--- src/pan_defines.svh ---
`ifndef PAN_DEFINES_SVH
`define PAN_DEFINES_SVH

// register indices within one port page; byte address is four times index
`define PAN_IDX_ID_LOW     12'h106
`define PAN_IDX_ADV        12'h108
`define PAN_IDX_PARTNER    12'h10A
`define PAN_IDX_EXPANSION  12'h10C
`define PAN_IDX_NEXT_PAGE  12'h10E

// port number sits above the per-port index
`define PAN_PORT_LSB       12
`define PAN_PORT_FIRST     3'h1

// advertisement field layout
`define PAN_ADV_WMASK      16'hADFF
`define PAN_ADV_RESET      16'h01E1
`define PAN_ADV_PAUSE_HI   11
`define PAN_ADV_PAUSE_LO   10
`define PAN_PAUSE_STRAP1   2'h3
`define PAN_PAUSE_STRAP0   2'h0

// partner ability layout
`define PAN_LP_NP_BIT      15
`define PAN_LP_ACK_BIT     14

// transmit next page layout
`define PAN_TNP_WMASK      16'hB7FF
`define PAN_TNP_RESET      16'h2001
`define PAN_TNP_TOGGLE_BIT 11

// expansion status layout
`define PAN_EXP_PDF_BIT    4
`define PAN_EXP_LPNP_BIT   3
`define PAN_EXP_NPA_BIT    2
`define PAN_EXP_PR_BIT     1
`define PAN_EXP_LPAN_BIT   0

// strap synchroniser fill time in cycles
`define PAN_SYNC_FILL      2'h3

`endif

--- src/pan_pkg.sv ---
package pan_pkg;

   // register selected by one bus access
   typedef enum logic [4:0] {
      PAN_REG_ID  = 5'b00001,
      PAN_REG_ADV = 5'b00010,
      PAN_REG_LP  = 5'b00100,
      PAN_REG_EXP = 5'b01000,
      PAN_REG_TNP = 5'b10000
   } pan_reg_t;

   typedef struct packed {
      logic       hit;
      logic [2:0] port;
      pan_reg_t   kind;
   } pan_dec_t;

   // from the negotiation engine, one per port
   typedef struct packed {
      logic        rx_base;
      logic        rx_page;
      logic [15:0] rx_word;
      logic        lp_an_able;
      logic        pd_fault;
      logic        tx_sent;
      logic        tx_toggle;
   } pan_eng_in_t;

   // to the negotiation engine, one per port
   typedef struct packed {
      logic [15:0] adv;
      logic [15:0] tnp;
      logic        tnp_wr;
   } pan_eng_out_t;

endpackage

--- src/pan_pin_sync.sv ---
`timescale 1ns/1ps
`default_nettype none
`include "pan_defines.svh"

module pan_pin_sync (
   // clock and reset
   input  wire logic clk_i,
   input  wire logic rst_i,
   // pin and result
   input  wire logic pin_i,
   output logic      level_o,
   output logic      valid_o
);

   logic       s1_q;
   logic       s2_q;
   logic       s3_q;
   logic [1:0] fill_q;

   // three stage chain; only s2 and s3 are looked at
   always_ff @(posedge clk_i) begin
      if (rst_i) begin
         s1_q <= 1'b0;
         s2_q <= 1'b0;
         s3_q <= 1'b0;
      end else begin
         s1_q <= pin_i;
         s2_q <= s1_q;
         s3_q <= s2_q;
      end
   end

   // a change counts once the last two stages agree
   always_ff @(posedge clk_i) begin
      if (rst_i) begin
         level_o <= 1'b0;
      end else if (s2_q == s3_q) begin
         level_o <= s3_q;
      end
   end

   // valid once the chain holds real pin samples
   always_ff @(posedge clk_i) begin
      if (rst_i) begin
         fill_q  <= 2'h0;
         valid_o <= 1'b0;
      end else begin
         if (fill_q != `PAN_SYNC_FILL) begin
            fill_q <= fill_q + 2'h1;
         end
         valid_o <= (fill_q == `PAN_SYNC_FILL) && (s2_q == s3_q);
      end
   end

endmodule

`default_nettype wire

--- src/pan_regs.sv ---
// How it works
// - each port has a read-only identifier low word; writes are ignored
// - advertisement bit 15 is writable next page capability, reset 0
// - advertisement bit 13 writable remote fault, reset 0; bits 14,12 read 0
// - advertisement bits 11:10 are a writable two-bit pause capability field
// - pause field default comes from the strap, sampled after reset release
// - advertisement bits 8 to 5 are writable ability flags, reset 1
// - advertisement bit 9 (T4) always reads 0
// - partner register mirrors received base page; bit 14 set once received
// - partner fields sit at the advertisement positions, bit 13 remote fault
// - expansion bit 4 latches a parallel detection fault until read
// - expansion bit 3 shows partner next page capability
// - expansion bit 2 always reads 1, local next page able
// - expansion bit 1 latches when a new page is received
// - expansion bit 0 shows partner negotiation able; bits 15:5 read 0
// - next page bit 15 writable, reset 0, 1 means more pages follow
// - next page bit 13 writable message page flag, reset 1; bit 14 reads 0
// - next page bit 12 writable acknowledge 2, reset 0
// - next page bit 11 read-only, shows last transmitted toggle, reset 0
`timescale 1ns/1ps
`default_nettype none
`include "pan_defines.svh"

module pan_regs
   import pan_pkg::*;
#(
   parameter int          NPORT      = 5,
   parameter int          AW         = 17,
   // arbitrary neutral identifier value
   parameter logic [15:0] PHY_IDENTIFIER_LOW = 16'h5A3C
) (
   // clock and reset
   input  wire logic                     clk_i,
   input  wire logic                     rst_i,
   // wishbone slave
   input  wire logic                     wb_cyc_i,
   input  wire logic                     wb_stb_i,
   input  wire logic                     wb_we_i,
   input  wire logic [AW-1:0]            wb_adr_i,
   input  wire logic [3:0]               wb_sel_i,
   input  wire logic [31:0]              wb_dat_i,
   output logic      [31:0]              wb_dat_o,
   output logic                          wb_ack_o,
   // configuration strap pin
   input  wire logic                     pause_default_strap_i,
   // negotiation engine side
   input  wire pan_eng_in_t  [NPORT-1:0] eng_i,
   output pan_eng_out_t      [NPORT-1:0] eng_o
);

   // address decode: port in the upper index bits, register below
   function automatic pan_dec_t pan_decode(input logic [AW-3:0] idx);
      pan_dec_t   d;
      logic [2:0] p;
      d.hit  = 1'b1;
      d.kind = PAN_REG_ID;
      p      = idx[`PAN_PORT_LSB +: 3];
      d.port = p - `PAN_PORT_FIRST;
      case (idx[`PAN_PORT_LSB-1:0])
         `PAN_IDX_ID_LOW:    d.kind = PAN_REG_ID;
         `PAN_IDX_ADV:       d.kind = PAN_REG_ADV;
         `PAN_IDX_PARTNER:   d.kind = PAN_REG_LP;
         `PAN_IDX_EXPANSION: d.kind = PAN_REG_EXP;
         `PAN_IDX_NEXT_PAGE: d.kind = PAN_REG_TNP;
         default:            d.hit  = 1'b0;
      endcase
      if (p < `PAN_PORT_FIRST || 32'(p) > NPORT) begin
         d.hit = 1'b0;
      end
      return d;
   endfunction

   // byte-lane merge of a write into the writable bits
   function automatic logic [15:0] pan_merge(
      input logic [15:0] old,
      input logic [15:0] wdat,
      input logic [1:0]  sel,
      input logic [15:0] wmask
   );
      logic [15:0] m;
      m = {{8{sel[1]}}, {8{sel[0]}}} & wmask;
      return (old & ~m) | (wdat & m);
   endfunction

   // per-port state
   logic [15:0] adv_q      [NPORT];
   logic [15:0] tnp_q      [NPORT];
   logic        toggle_q   [NPORT];
   logic [15:0] lp_q       [NPORT];
   logic        pdf_lh_q   [NPORT];
   logic        pr_lh_q    [NPORT];
   logic        tnp_wr_q   [NPORT];

   // bus and strap state
   logic        ack_q;
   logic [15:0] rdat_q;
   logic        loaded_q;
   logic        strap_lvl;
   logic        strap_ok;
   pan_dec_t    dec;
   logic        wr_go;
   logic        rd_go;

   pan_pin_sync u_strap (
      .clk_i   (clk_i),
      .rst_i   (rst_i),
      .pin_i   (pause_default_strap_i),
      .level_o (strap_lvl),
      .valid_o (strap_ok)
   );

   assign dec = pan_decode(wb_adr_i[AW-1:2]);

   // a write lands on the edge where the master sees ack
   assign wr_go = ack_q && wb_we_i && dec.hit;
   // a read clears latches on the edge that snapshots them, so no event slips between snapshot and clear
   assign rd_go = wb_cyc_i && wb_stb_i && !ack_q && loaded_q && !wb_we_i && dec.hit;

   // strap is taken once, after the synchroniser has settled
   always_ff @(posedge clk_i) begin
      if (rst_i) begin
         loaded_q <= 1'b0;
      end else if (strap_ok) begin
         loaded_q <= 1'b1;
      end
   end

   // advertisement; only writable bits ever change, so reserved and T4 stay 0
   always_ff @(posedge clk_i) begin
      for (int i = 0; i < NPORT; i++) begin
         if (rst_i) begin
            adv_q[i] <= `PAN_ADV_RESET;
         end else if (strap_ok && !loaded_q) begin
            adv_q[i][`PAN_ADV_PAUSE_HI:`PAN_ADV_PAUSE_LO] <=
               strap_lvl ? `PAN_PAUSE_STRAP1 : `PAN_PAUSE_STRAP0;
         end else if (wr_go && dec.kind == PAN_REG_ADV && 32'(dec.port) == i) begin
            adv_q[i] <= pan_merge(adv_q[i], wb_dat_i[15:0],
                                  wb_sel_i[1:0], `PAN_ADV_WMASK);
         end
      end
   end

   // transmit next page; toggle is kept apart and is never written
   always_ff @(posedge clk_i) begin
      for (int i = 0; i < NPORT; i++) begin
         if (rst_i) begin
            tnp_q[i]    <= `PAN_TNP_RESET;
            tnp_wr_q[i] <= 1'b0;
         end else begin
            tnp_wr_q[i] <= 1'b0;
            if (wr_go && dec.kind == PAN_REG_TNP && 32'(dec.port) == i) begin
               tnp_q[i]    <= pan_merge(tnp_q[i], wb_dat_i[15:0],
                                        wb_sel_i[1:0], `PAN_TNP_WMASK);
               tnp_wr_q[i] <= 1'b1;
            end
         end
      end
   end

   // toggle follows each link code word the engine sends
   always_ff @(posedge clk_i) begin
      for (int i = 0; i < NPORT; i++) begin
         if (rst_i) begin
            toggle_q[i] <= 1'b0;
         end else if (eng_i[i].tx_sent) begin
            toggle_q[i] <= eng_i[i].tx_toggle;
         end
      end
   end

   // partner base page mirror, acknowledge forced once a word arrived
   always_ff @(posedge clk_i) begin
      for (int i = 0; i < NPORT; i++) begin
         if (rst_i) begin
            lp_q[i] <= 16'h0000;
         end else if (eng_i[i].rx_base) begin
            lp_q[i] <= eng_i[i].rx_word;
            lp_q[i][`PAN_LP_ACK_BIT] <= 1'b1;
         end
      end
   end

   // latched events; a new event in the read cycle wins over the clear
   always_ff @(posedge clk_i) begin
      for (int i = 0; i < NPORT; i++) begin
         if (rst_i) begin
            pdf_lh_q[i] <= 1'b0;
            pr_lh_q[i]  <= 1'b0;
         end else begin
            pdf_lh_q[i] <= eng_i[i].pd_fault ||
                           (pdf_lh_q[i] && !(rd_go && dec.kind == PAN_REG_EXP
                                             && 32'(dec.port) == i));
            pr_lh_q[i]  <= eng_i[i].rx_page ||
                           (pr_lh_q[i] && !(rd_go && dec.kind == PAN_REG_EXP
                                            && 32'(dec.port) == i));
         end
      end
   end

   // read data for the decoded register of one port
   function automatic logic [15:0] pan_read(input pan_dec_t d);
      logic [15:0] r;
      logic [2:0]  p;
      r = 16'h0000;
      p = d.port;
      if (d.hit) begin
         case (d.kind)
            PAN_REG_ID:  r = PHY_IDENTIFIER_LOW;
            PAN_REG_ADV: r = adv_q[p];
            PAN_REG_LP:  r = lp_q[p];
            PAN_REG_EXP: begin
               r[`PAN_EXP_PDF_BIT]  = pdf_lh_q[p];
               r[`PAN_EXP_LPNP_BIT] = lp_q[p][`PAN_LP_NP_BIT];
               r[`PAN_EXP_NPA_BIT]  = 1'b1;
               r[`PAN_EXP_PR_BIT]   = pr_lh_q[p];
               r[`PAN_EXP_LPAN_BIT] = eng_i[p].lp_an_able;
            end
            PAN_REG_TNP: begin
               r = tnp_q[p];
               r[`PAN_TNP_TOGGLE_BIT] = toggle_q[p];
            end
            default:     r = 16'h0000;
         endcase
      end
      return r;
   endfunction

   // one wait state; requests stall until the strap has been taken
   always_ff @(posedge clk_i) begin
      if (rst_i) begin
         ack_q <= 1'b0;
      end else begin
         ack_q <= wb_cyc_i && wb_stb_i && !ack_q && loaded_q;
      end
   end

   // read data captured with the ack, unmapped reads return zero
   always_ff @(posedge clk_i) begin
      if (rst_i) begin
         rdat_q <= 16'h0000;
      end else if (wb_cyc_i && wb_stb_i && !ack_q) begin
         rdat_q <= pan_read(dec);
      end
   end

   assign wb_ack_o = ack_q && wb_cyc_i && wb_stb_i;
   assign wb_dat_o = {16'h0000, rdat_q};

   // engine view of the software-owned words
   always_comb begin
      for (int i = 0; i < NPORT; i++) begin
         eng_o[i].adv    = adv_q[i];
         eng_o[i].tnp    = tnp_q[i];
         eng_o[i].tnp[`PAN_TNP_TOGGLE_BIT] = toggle_q[i];
         eng_o[i].tnp_wr = tnp_wr_q[i];
      end
   end

endmodule

`default_nettype wire

--- config.mk ---
export PLATFORM = sky130hd
export DESIGN_NAME = pan_regs
export DESIGN_NICKNAME = d
export VERILOG_FILES = /design/src/pan_pkg.sv /design/src/pan_pin_sync.sv /design/src/pan_regs.sv
export VERILOG_INCLUDE_DIRS = /design/src
export SDC_FILE = /design/constraint.sdc
export NUM_CORES = 1
export LEC_CHECK = 0
export BUFFER_PORTS_ARGS = -buffer_cell sky130_fd_sc_hd__buf_4
export CORE_ASPECT_RATIO = 1.4
export CORE_MARGIN = 1.5
export CORE_UTILIZATION = 45
export DETAILED_ROUTE_END_ITERATION = 8
export PLACE_DENSITY = 0.7
export SLEW_MARGIN = 20
export SYNTH_ARGS = -nofsm -noshare
export SYNTH_HDL_FRONTEND = slang
export SYNTH_SLANG_ARGS = --single-unit
export TNS_END_PERCENT = 5
--- constraint.sdc ---
create_clock -name clk_i -period 4.25 [get_ports clk_i]
set_input_delay 0 -clock clk_i [delete_from_list [all_inputs] [get_ports clk_i]]
set_output_delay 0 -clock clk_i [all_outputs]
set_load 0.02 [all_outputs]
After elaboration in Yosys (flattened, before gate mapping)
Memories as Yosys holds them, arrays and structs flattened.
Index checks and enable logic that the tools add are counted.
- $lt $le $gt $ge: 3
- muxes and demuxes: 140
- bitwise gates (word level): 84
- reductions and logical operators: 60
- equal/unequal tests: 17
- $add $sub $neg: 2
- operator list (cell ; count):
    $and A16 B16 Y16 ; 12
    $mux W16 ; 11
    $or A16 B16 Y16 ; 10
    $mux W1 ; 103
    $bmux W22 S3 ; 1
    $eq A12 B9 Y1 const B ; 5
    $or A1 B1 Y1 ; 60
    $mux W10 ; 5
    $pmux W11 S4 ; 1
    $logic_and A1 B1 Y1 ; 39
    $not A16 Y16 ; 2
    $pmux W5 S5 ; 1
    $mux W4 ; 6
    $mux W2 ; 11
    $pmux W5 S4 ; 1
    $logic_or A1 B1 Y1 ; 11
    $logic_not A1 Y1 ; 8
    $eq A3 B2 Y1 const B ; 2
    $eq A5 B1 Y1 const B ; 1
    $eq A5 B2 Y1 const B ; 1
    $eq A5 B3 Y1 const B ; 1
    $eq A5 B4 Y1 const B ; 1
    $eq A5 B5 Y1 const B ; 1
    $reduce_or A5 Y1 ; 1
    other kinds (11) ; 11
- output and inout bits: 198
- word-level logic and storage cells: 322
- register bits: 25
- memory bits (writable): 260
- memories: 7
- input bits: 169
- memory list (name ; words ; width ; read ports ; clocked after memory_dff ; write ports ; RTL line ; RTL):
    adv_q ; 5 ; 16 ; 6 ; 0 ; 5 ; pan_regs.sv:86 ; logic [15:0] adv_q [NPORT];
    lp_q ; 5 ; 16 ; 1 ; 0 ; 5 ; pan_regs.sv:89 ; logic [15:0] lp_q [NPORT];
    tnp_q ; 5 ; 16 ; 6 ; 0 ; 5 ; pan_regs.sv:87 ; logic [15:0] tnp_q [NPORT];
    pdf_lh_q ; 5 ; 1 ; 6 ; 0 ; 5 ; pan_regs.sv:90 ; logic pdf_lh_q [NPORT];
    pr_lh_q ; 5 ; 1 ; 6 ; 0 ; 5 ; pan_regs.sv:91 ; logic pr_lh_q [NPORT];
    tnp_wr_q ; 5 ; 1 ; 5 ; 0 ; 5 ; pan_regs.sv:92 ; logic tnp_wr_q [NPORT];
    1 more memories ; -- ; -- ; -- ; -- ; -- ; -- ;

Longest topological paths before layout
- depth after elaboration: 12
- gate-level depth with buffers: 13

Modules after synthesis
From an unflattened synthesis, not the netlist that was laid out.
- cells, all modules: 1108
- area, all modules: 13013.7 sq um
- by module, submodules not included (module ; times used ; area each (sq um) ; cells each):
    pan_regs ; 1 ; 12778.5 ; 1088
    pan_pin_sync ; 1 ; 235.2 ; 20

Least setup slack after synthesis
Ideal clock, no wire load.
- path type: input to register
- start: input port wb_adr_i[14]
- end: memory tnp_q[1][0] (enable)
- setup slack: 562 ps
- stages on the path: 10
- library setup time: 404 ps
- data arrival time: 3283 ps
- cell sequence: buf_2 -> buf_4 -> buf_2 -> buf_2 -> inv_1 -> ha_1 -> xnor2_1 -> buf_2 -> nand2_1 -> o21ai_0
- RTL lines (item ; RTL line ; RTL):
    from (decl) ; pan_regs.sv:39 ; input wire logic [AW-1:0] wb_adr_i,
    to (decl) ; pan_regs.sv:87 ;

Worst setup path after layout
- start: input port wb_adr_i[14]
- end: register rdat_q[11]
- cells in the longest elaborated chain, start to end: 4
- elaborated cells on any way between the ends: 10
- RTL lines (item ; RTL line ; RTL):
    $sub A3 B1 Y3 (no source line), or another cell as far along ; -- ;
    $mem_v2 Z5 W1, or another cell as far along ; -- ;
    $pmux W11 S4 / $mux W1 (equally long branches) ; pan_regs.sv:207, pan_regs.sv:67 ;
    $mux W16 (*) ; pan_regs.sv:206 ; if (d.hit) begin
    to (signal assigned) ; pan_regs.sv:242 ; rdat_q <= pan_read(dec);
    to (decl) ; pan_regs.sv:96 ; logic [15:0] rdat_q;
Every way passes the cells marked *; elsewhere a longest branch is shown, timed or not.
A chain may end at the register's enable or synchronous reset.

==> impl_metrics.csv <==
group,metric,value,unit
layout,layout.cells.most_common,"buf_4",
worst_setup_path,critical_path_arrival,3.27,ns
sta,period_minus_slack,2.86,ns
cts,cts_root_buffer,"clkbuf_16",
cts,cts_resized,0,
route,drt-wirelength-per-cell,23.2,microns
global_routing,grt_first_pass_wirelength,62800,microns
layout,design_area,17500,sq um
layout,utilization,0.614,
die,core_area,28500,sq um
route,route.final.wire_length,42800,microns
global_routing,grt_max_degree,89,
route,vias_per_cell,5.52,
route,first_drt_pass_iteration_count,5,
sta,totalNegativeSetupSlack,0,ns
cts,post-cts-setup-buffers,0,
cts,ctsHtreeMaxLevel,1,
synth,syn_area,13100,sq um
synth,ys_async_sr_fraction,0,
cts,tritoncts_num_sinks,260,
cts,insertion_delay_to_the_later_sink_of_the_worst_skew_pair,0.52,ns
sta,unrepaired_setup_endpoints_after_global_routing,"false",
power_and_ir_drop,ir_drop,0.304,mV
route,route.detailed.drc,0,
sta,max_clock_freq,350,MHz
route,antenna_violating_nets_post_route,0,
placed_design,gpl.final_weighted_congestion,0.849,
synth,most_used_dff_post_synth,"edfxtp_1",
flow_run,max-cap-violations,0,
sta,hold_slack,0.0487,ns
die,initial_utilization,0.460,
global_routing,overflow,0,
sta,finalCritPeriodShare,0.672,
worst_setup_path,required,4.66,ns
placed_design,post_dp_cell_area,15500,sq um
sta,drv_slew,0,
global_routing,globalRouteTotalUtil,0.278,
cts,cts_tree,"yes",
sta,final.setup.worst_slack,1.39,ns
hold_path,hold_class,"in2reg",
die,top_level_ports,367,
synth,synth.yosys.warnings,0,
die,die_h,205,microns
sta,finClkSkew,0.0110,ns
synth,synthDistinctLibCells,52,
synth,post_synth_inst_count,1053,
layout,layout_common_cells,"buf_4, edfxtp_1, nand2b_1",
route,initialDrtViolationCount,748,
cts,clk_transition_reported_paths,0.06,ns
outcome,status,"completed",
synth,postSynthRegisterBits,260,
layout,antenna-diode-count,0,
route,detailroute.via_count,10176,
sta,relative_slew_margins,0.287,
sta,finalHoldViolations,0,
sta,tightestPinTransition,1.07,ns
power_and_ir_drop,pwr_density_cell,342,nW/um^2
synth,yosysSeqAreaShare,0.565,
cts,clock_tree.buffer_depth,3,
synth,average_footprint_of_a_synthesized_cell,12.5,sq um
cts,cts_made_buffers,25,
global_routing,grt_pass1_vias,10455,
worst_setup_path,path_class,"in2reg",
sta,finalSetupViolCount,0,
layout,design.final.nets,1625,
layout,synthToLayoutAreaGrowth,33.3,%
power_and_ir_drop,cellLeakagePower,6.80,nW
layout,ratio_of_cells_with_drive_above_1_in_the_final_layout,0.331,
placed_design,io_buffers,304,
die,placementRows,73,
placed_design,hpwl,29200,microns
synth,number_of_enable_type_register_cells_in_the_synthesized_netlist,221,
worst_setup_path,timing.critical_path.fanout_max,27,
global_routing,antenna_found_initial,0,
die,floorplan.die_area,30200,sq um
placed_design,place_ws,1.27,ns
cts,holdBufCountCts,119,
worst_setup_path,timing.critical_path.to_type,"register",
worst_setup_path,setup.worst_path.start_class,"primary input",
die,die_width,147,microns
-- state kept, by name, summed over array words and instances (netlist names), named ones only --
name and count:
lp_q 80, tnp_q 70, adv_q 57, rdat_q 16, pdf_lh_q 5, pr_lh_q 5, tnp_wr_q 5, toggle_q 5
u_strap.fill_q 2, ack_q 1, loaded_q 1, u_strap.level_o 1, u_strap.s1_q 1, u_strap.s2_q 1, u_strap.s3_q 1, u_strap.valid_o 1
-- final timing paths --
check | slack [ns] | endpoint | startpoint | cells past startpoint
max reg2reg | 1.96 | rdat_q[11]$_SDFFE_PP0P_ | ack_q$_SDFF_PP0_ | 5
min | 0.05 | tnp_q[4][12]$_SDFFCE_PN0P_ | wb_dat_i[12] | 3
max | 1.39 | rdat_q[11]$_SDFFE_PP0P_ | wb_adr_i[14] | 9
min reg2reg | 0.43 | u_strap.s2_q$_SDFF_PP0_ | u_strap.s1_q$_SDFF_PP0_ | 1
-- cells by family (layout without fill, tap and decap cells) --
logic type | after synthesis | after routing | synth area share
AOI/OAI and AO/OA | 179 | 179 | 0.0886
xor gates and xnor gates | 4 | 4 | 0.00267
adders and majority gates | 6 | 6 | 0.00572
buffers and inverters | 128 | 507 | 0.0536
DFF | 260 | 260 | 0.565
muxes | 69 | 69 | 0.107
other | 2 | 37 | 0.000572
and+or+nand+nor | 405 | 405 | 0.176
-- layout make-up --
| class | instances | area (sq um) |
|---|---|---|
| multi-input cells | 700 | 5150 |
| well taps | 375 | 469 |
| repair buffers | 438 | 3600 |
| clock buffers | 30 | 644 |
| flip-flops and latches | 260 | 7420 |
| clock inverters | 14 | 119 |
| fillers | 2236 | 11000 |
| inverters | 25 | 93.8 |
-- metrics by stage --
stage	std cells	total power, mW
floorplan	1088	3.45
global placement	1679	3.75
detailed placement	1679	3.76
CTS	1842	5.99
global route	1842	6.14
finish	1842	5.98
-- where the power goes --
group          switching, mW  internal [mW]
logic                  0.467          0.399
clock network          0.971           1.20
registers             0.0571           2.88
-- cells in the mapped netlist (5+ instances only) --
master    count  area share
a21oi_1      59       0.023
a21oi_2      50       0.033
a22oi_1       6      0.0034
and2_1       78       0.037
and3_1        8      0.0038
buf_2         7      0.0027
buf_4        47       0.027
buf_6         5      0.0043
clkbuf_1     41       0.012
dfxtp_1      39       0.060
edfxtp_1    221        0.51
ha_1          6      0.0057
inv_1        25      0.0072
mux2i_1      10      0.0076
mux4_2       57       0.098
nand2_1      69       0.020
nand2b_1    127       0.061
nand3_1      57       0.022
nor2_1       14      0.0040
nor2b_1      13      0.0062
o21ai_0      44       0.017
or2_2        10      0.0048
or3_4         5      0.0043
-- metal layers --
layer | GRT usage | vias to the layer above | share of wire
met5 | 0 | - | 0
met1 | 0.324 | 5041 | 0.36
met4 | 0.0982 | 0 | 0.035
li1 | - | 4554 | -
met3 | 0.0376 | 78 | 0.070
met2 | 0.520 | 503 | 0.54
-- critical path, cell delays in order --
cell,delay [ns]
buf_4,0.41
inv_1,0.17
ha_2,0.76
buf_12,0.29
mux4_2,0.36
mux4_2,0.46
a21oi_1,0.15
nor3_1,0.05
dlygate4sd3_1,0.58
Power figures use the tool's default switching activity.
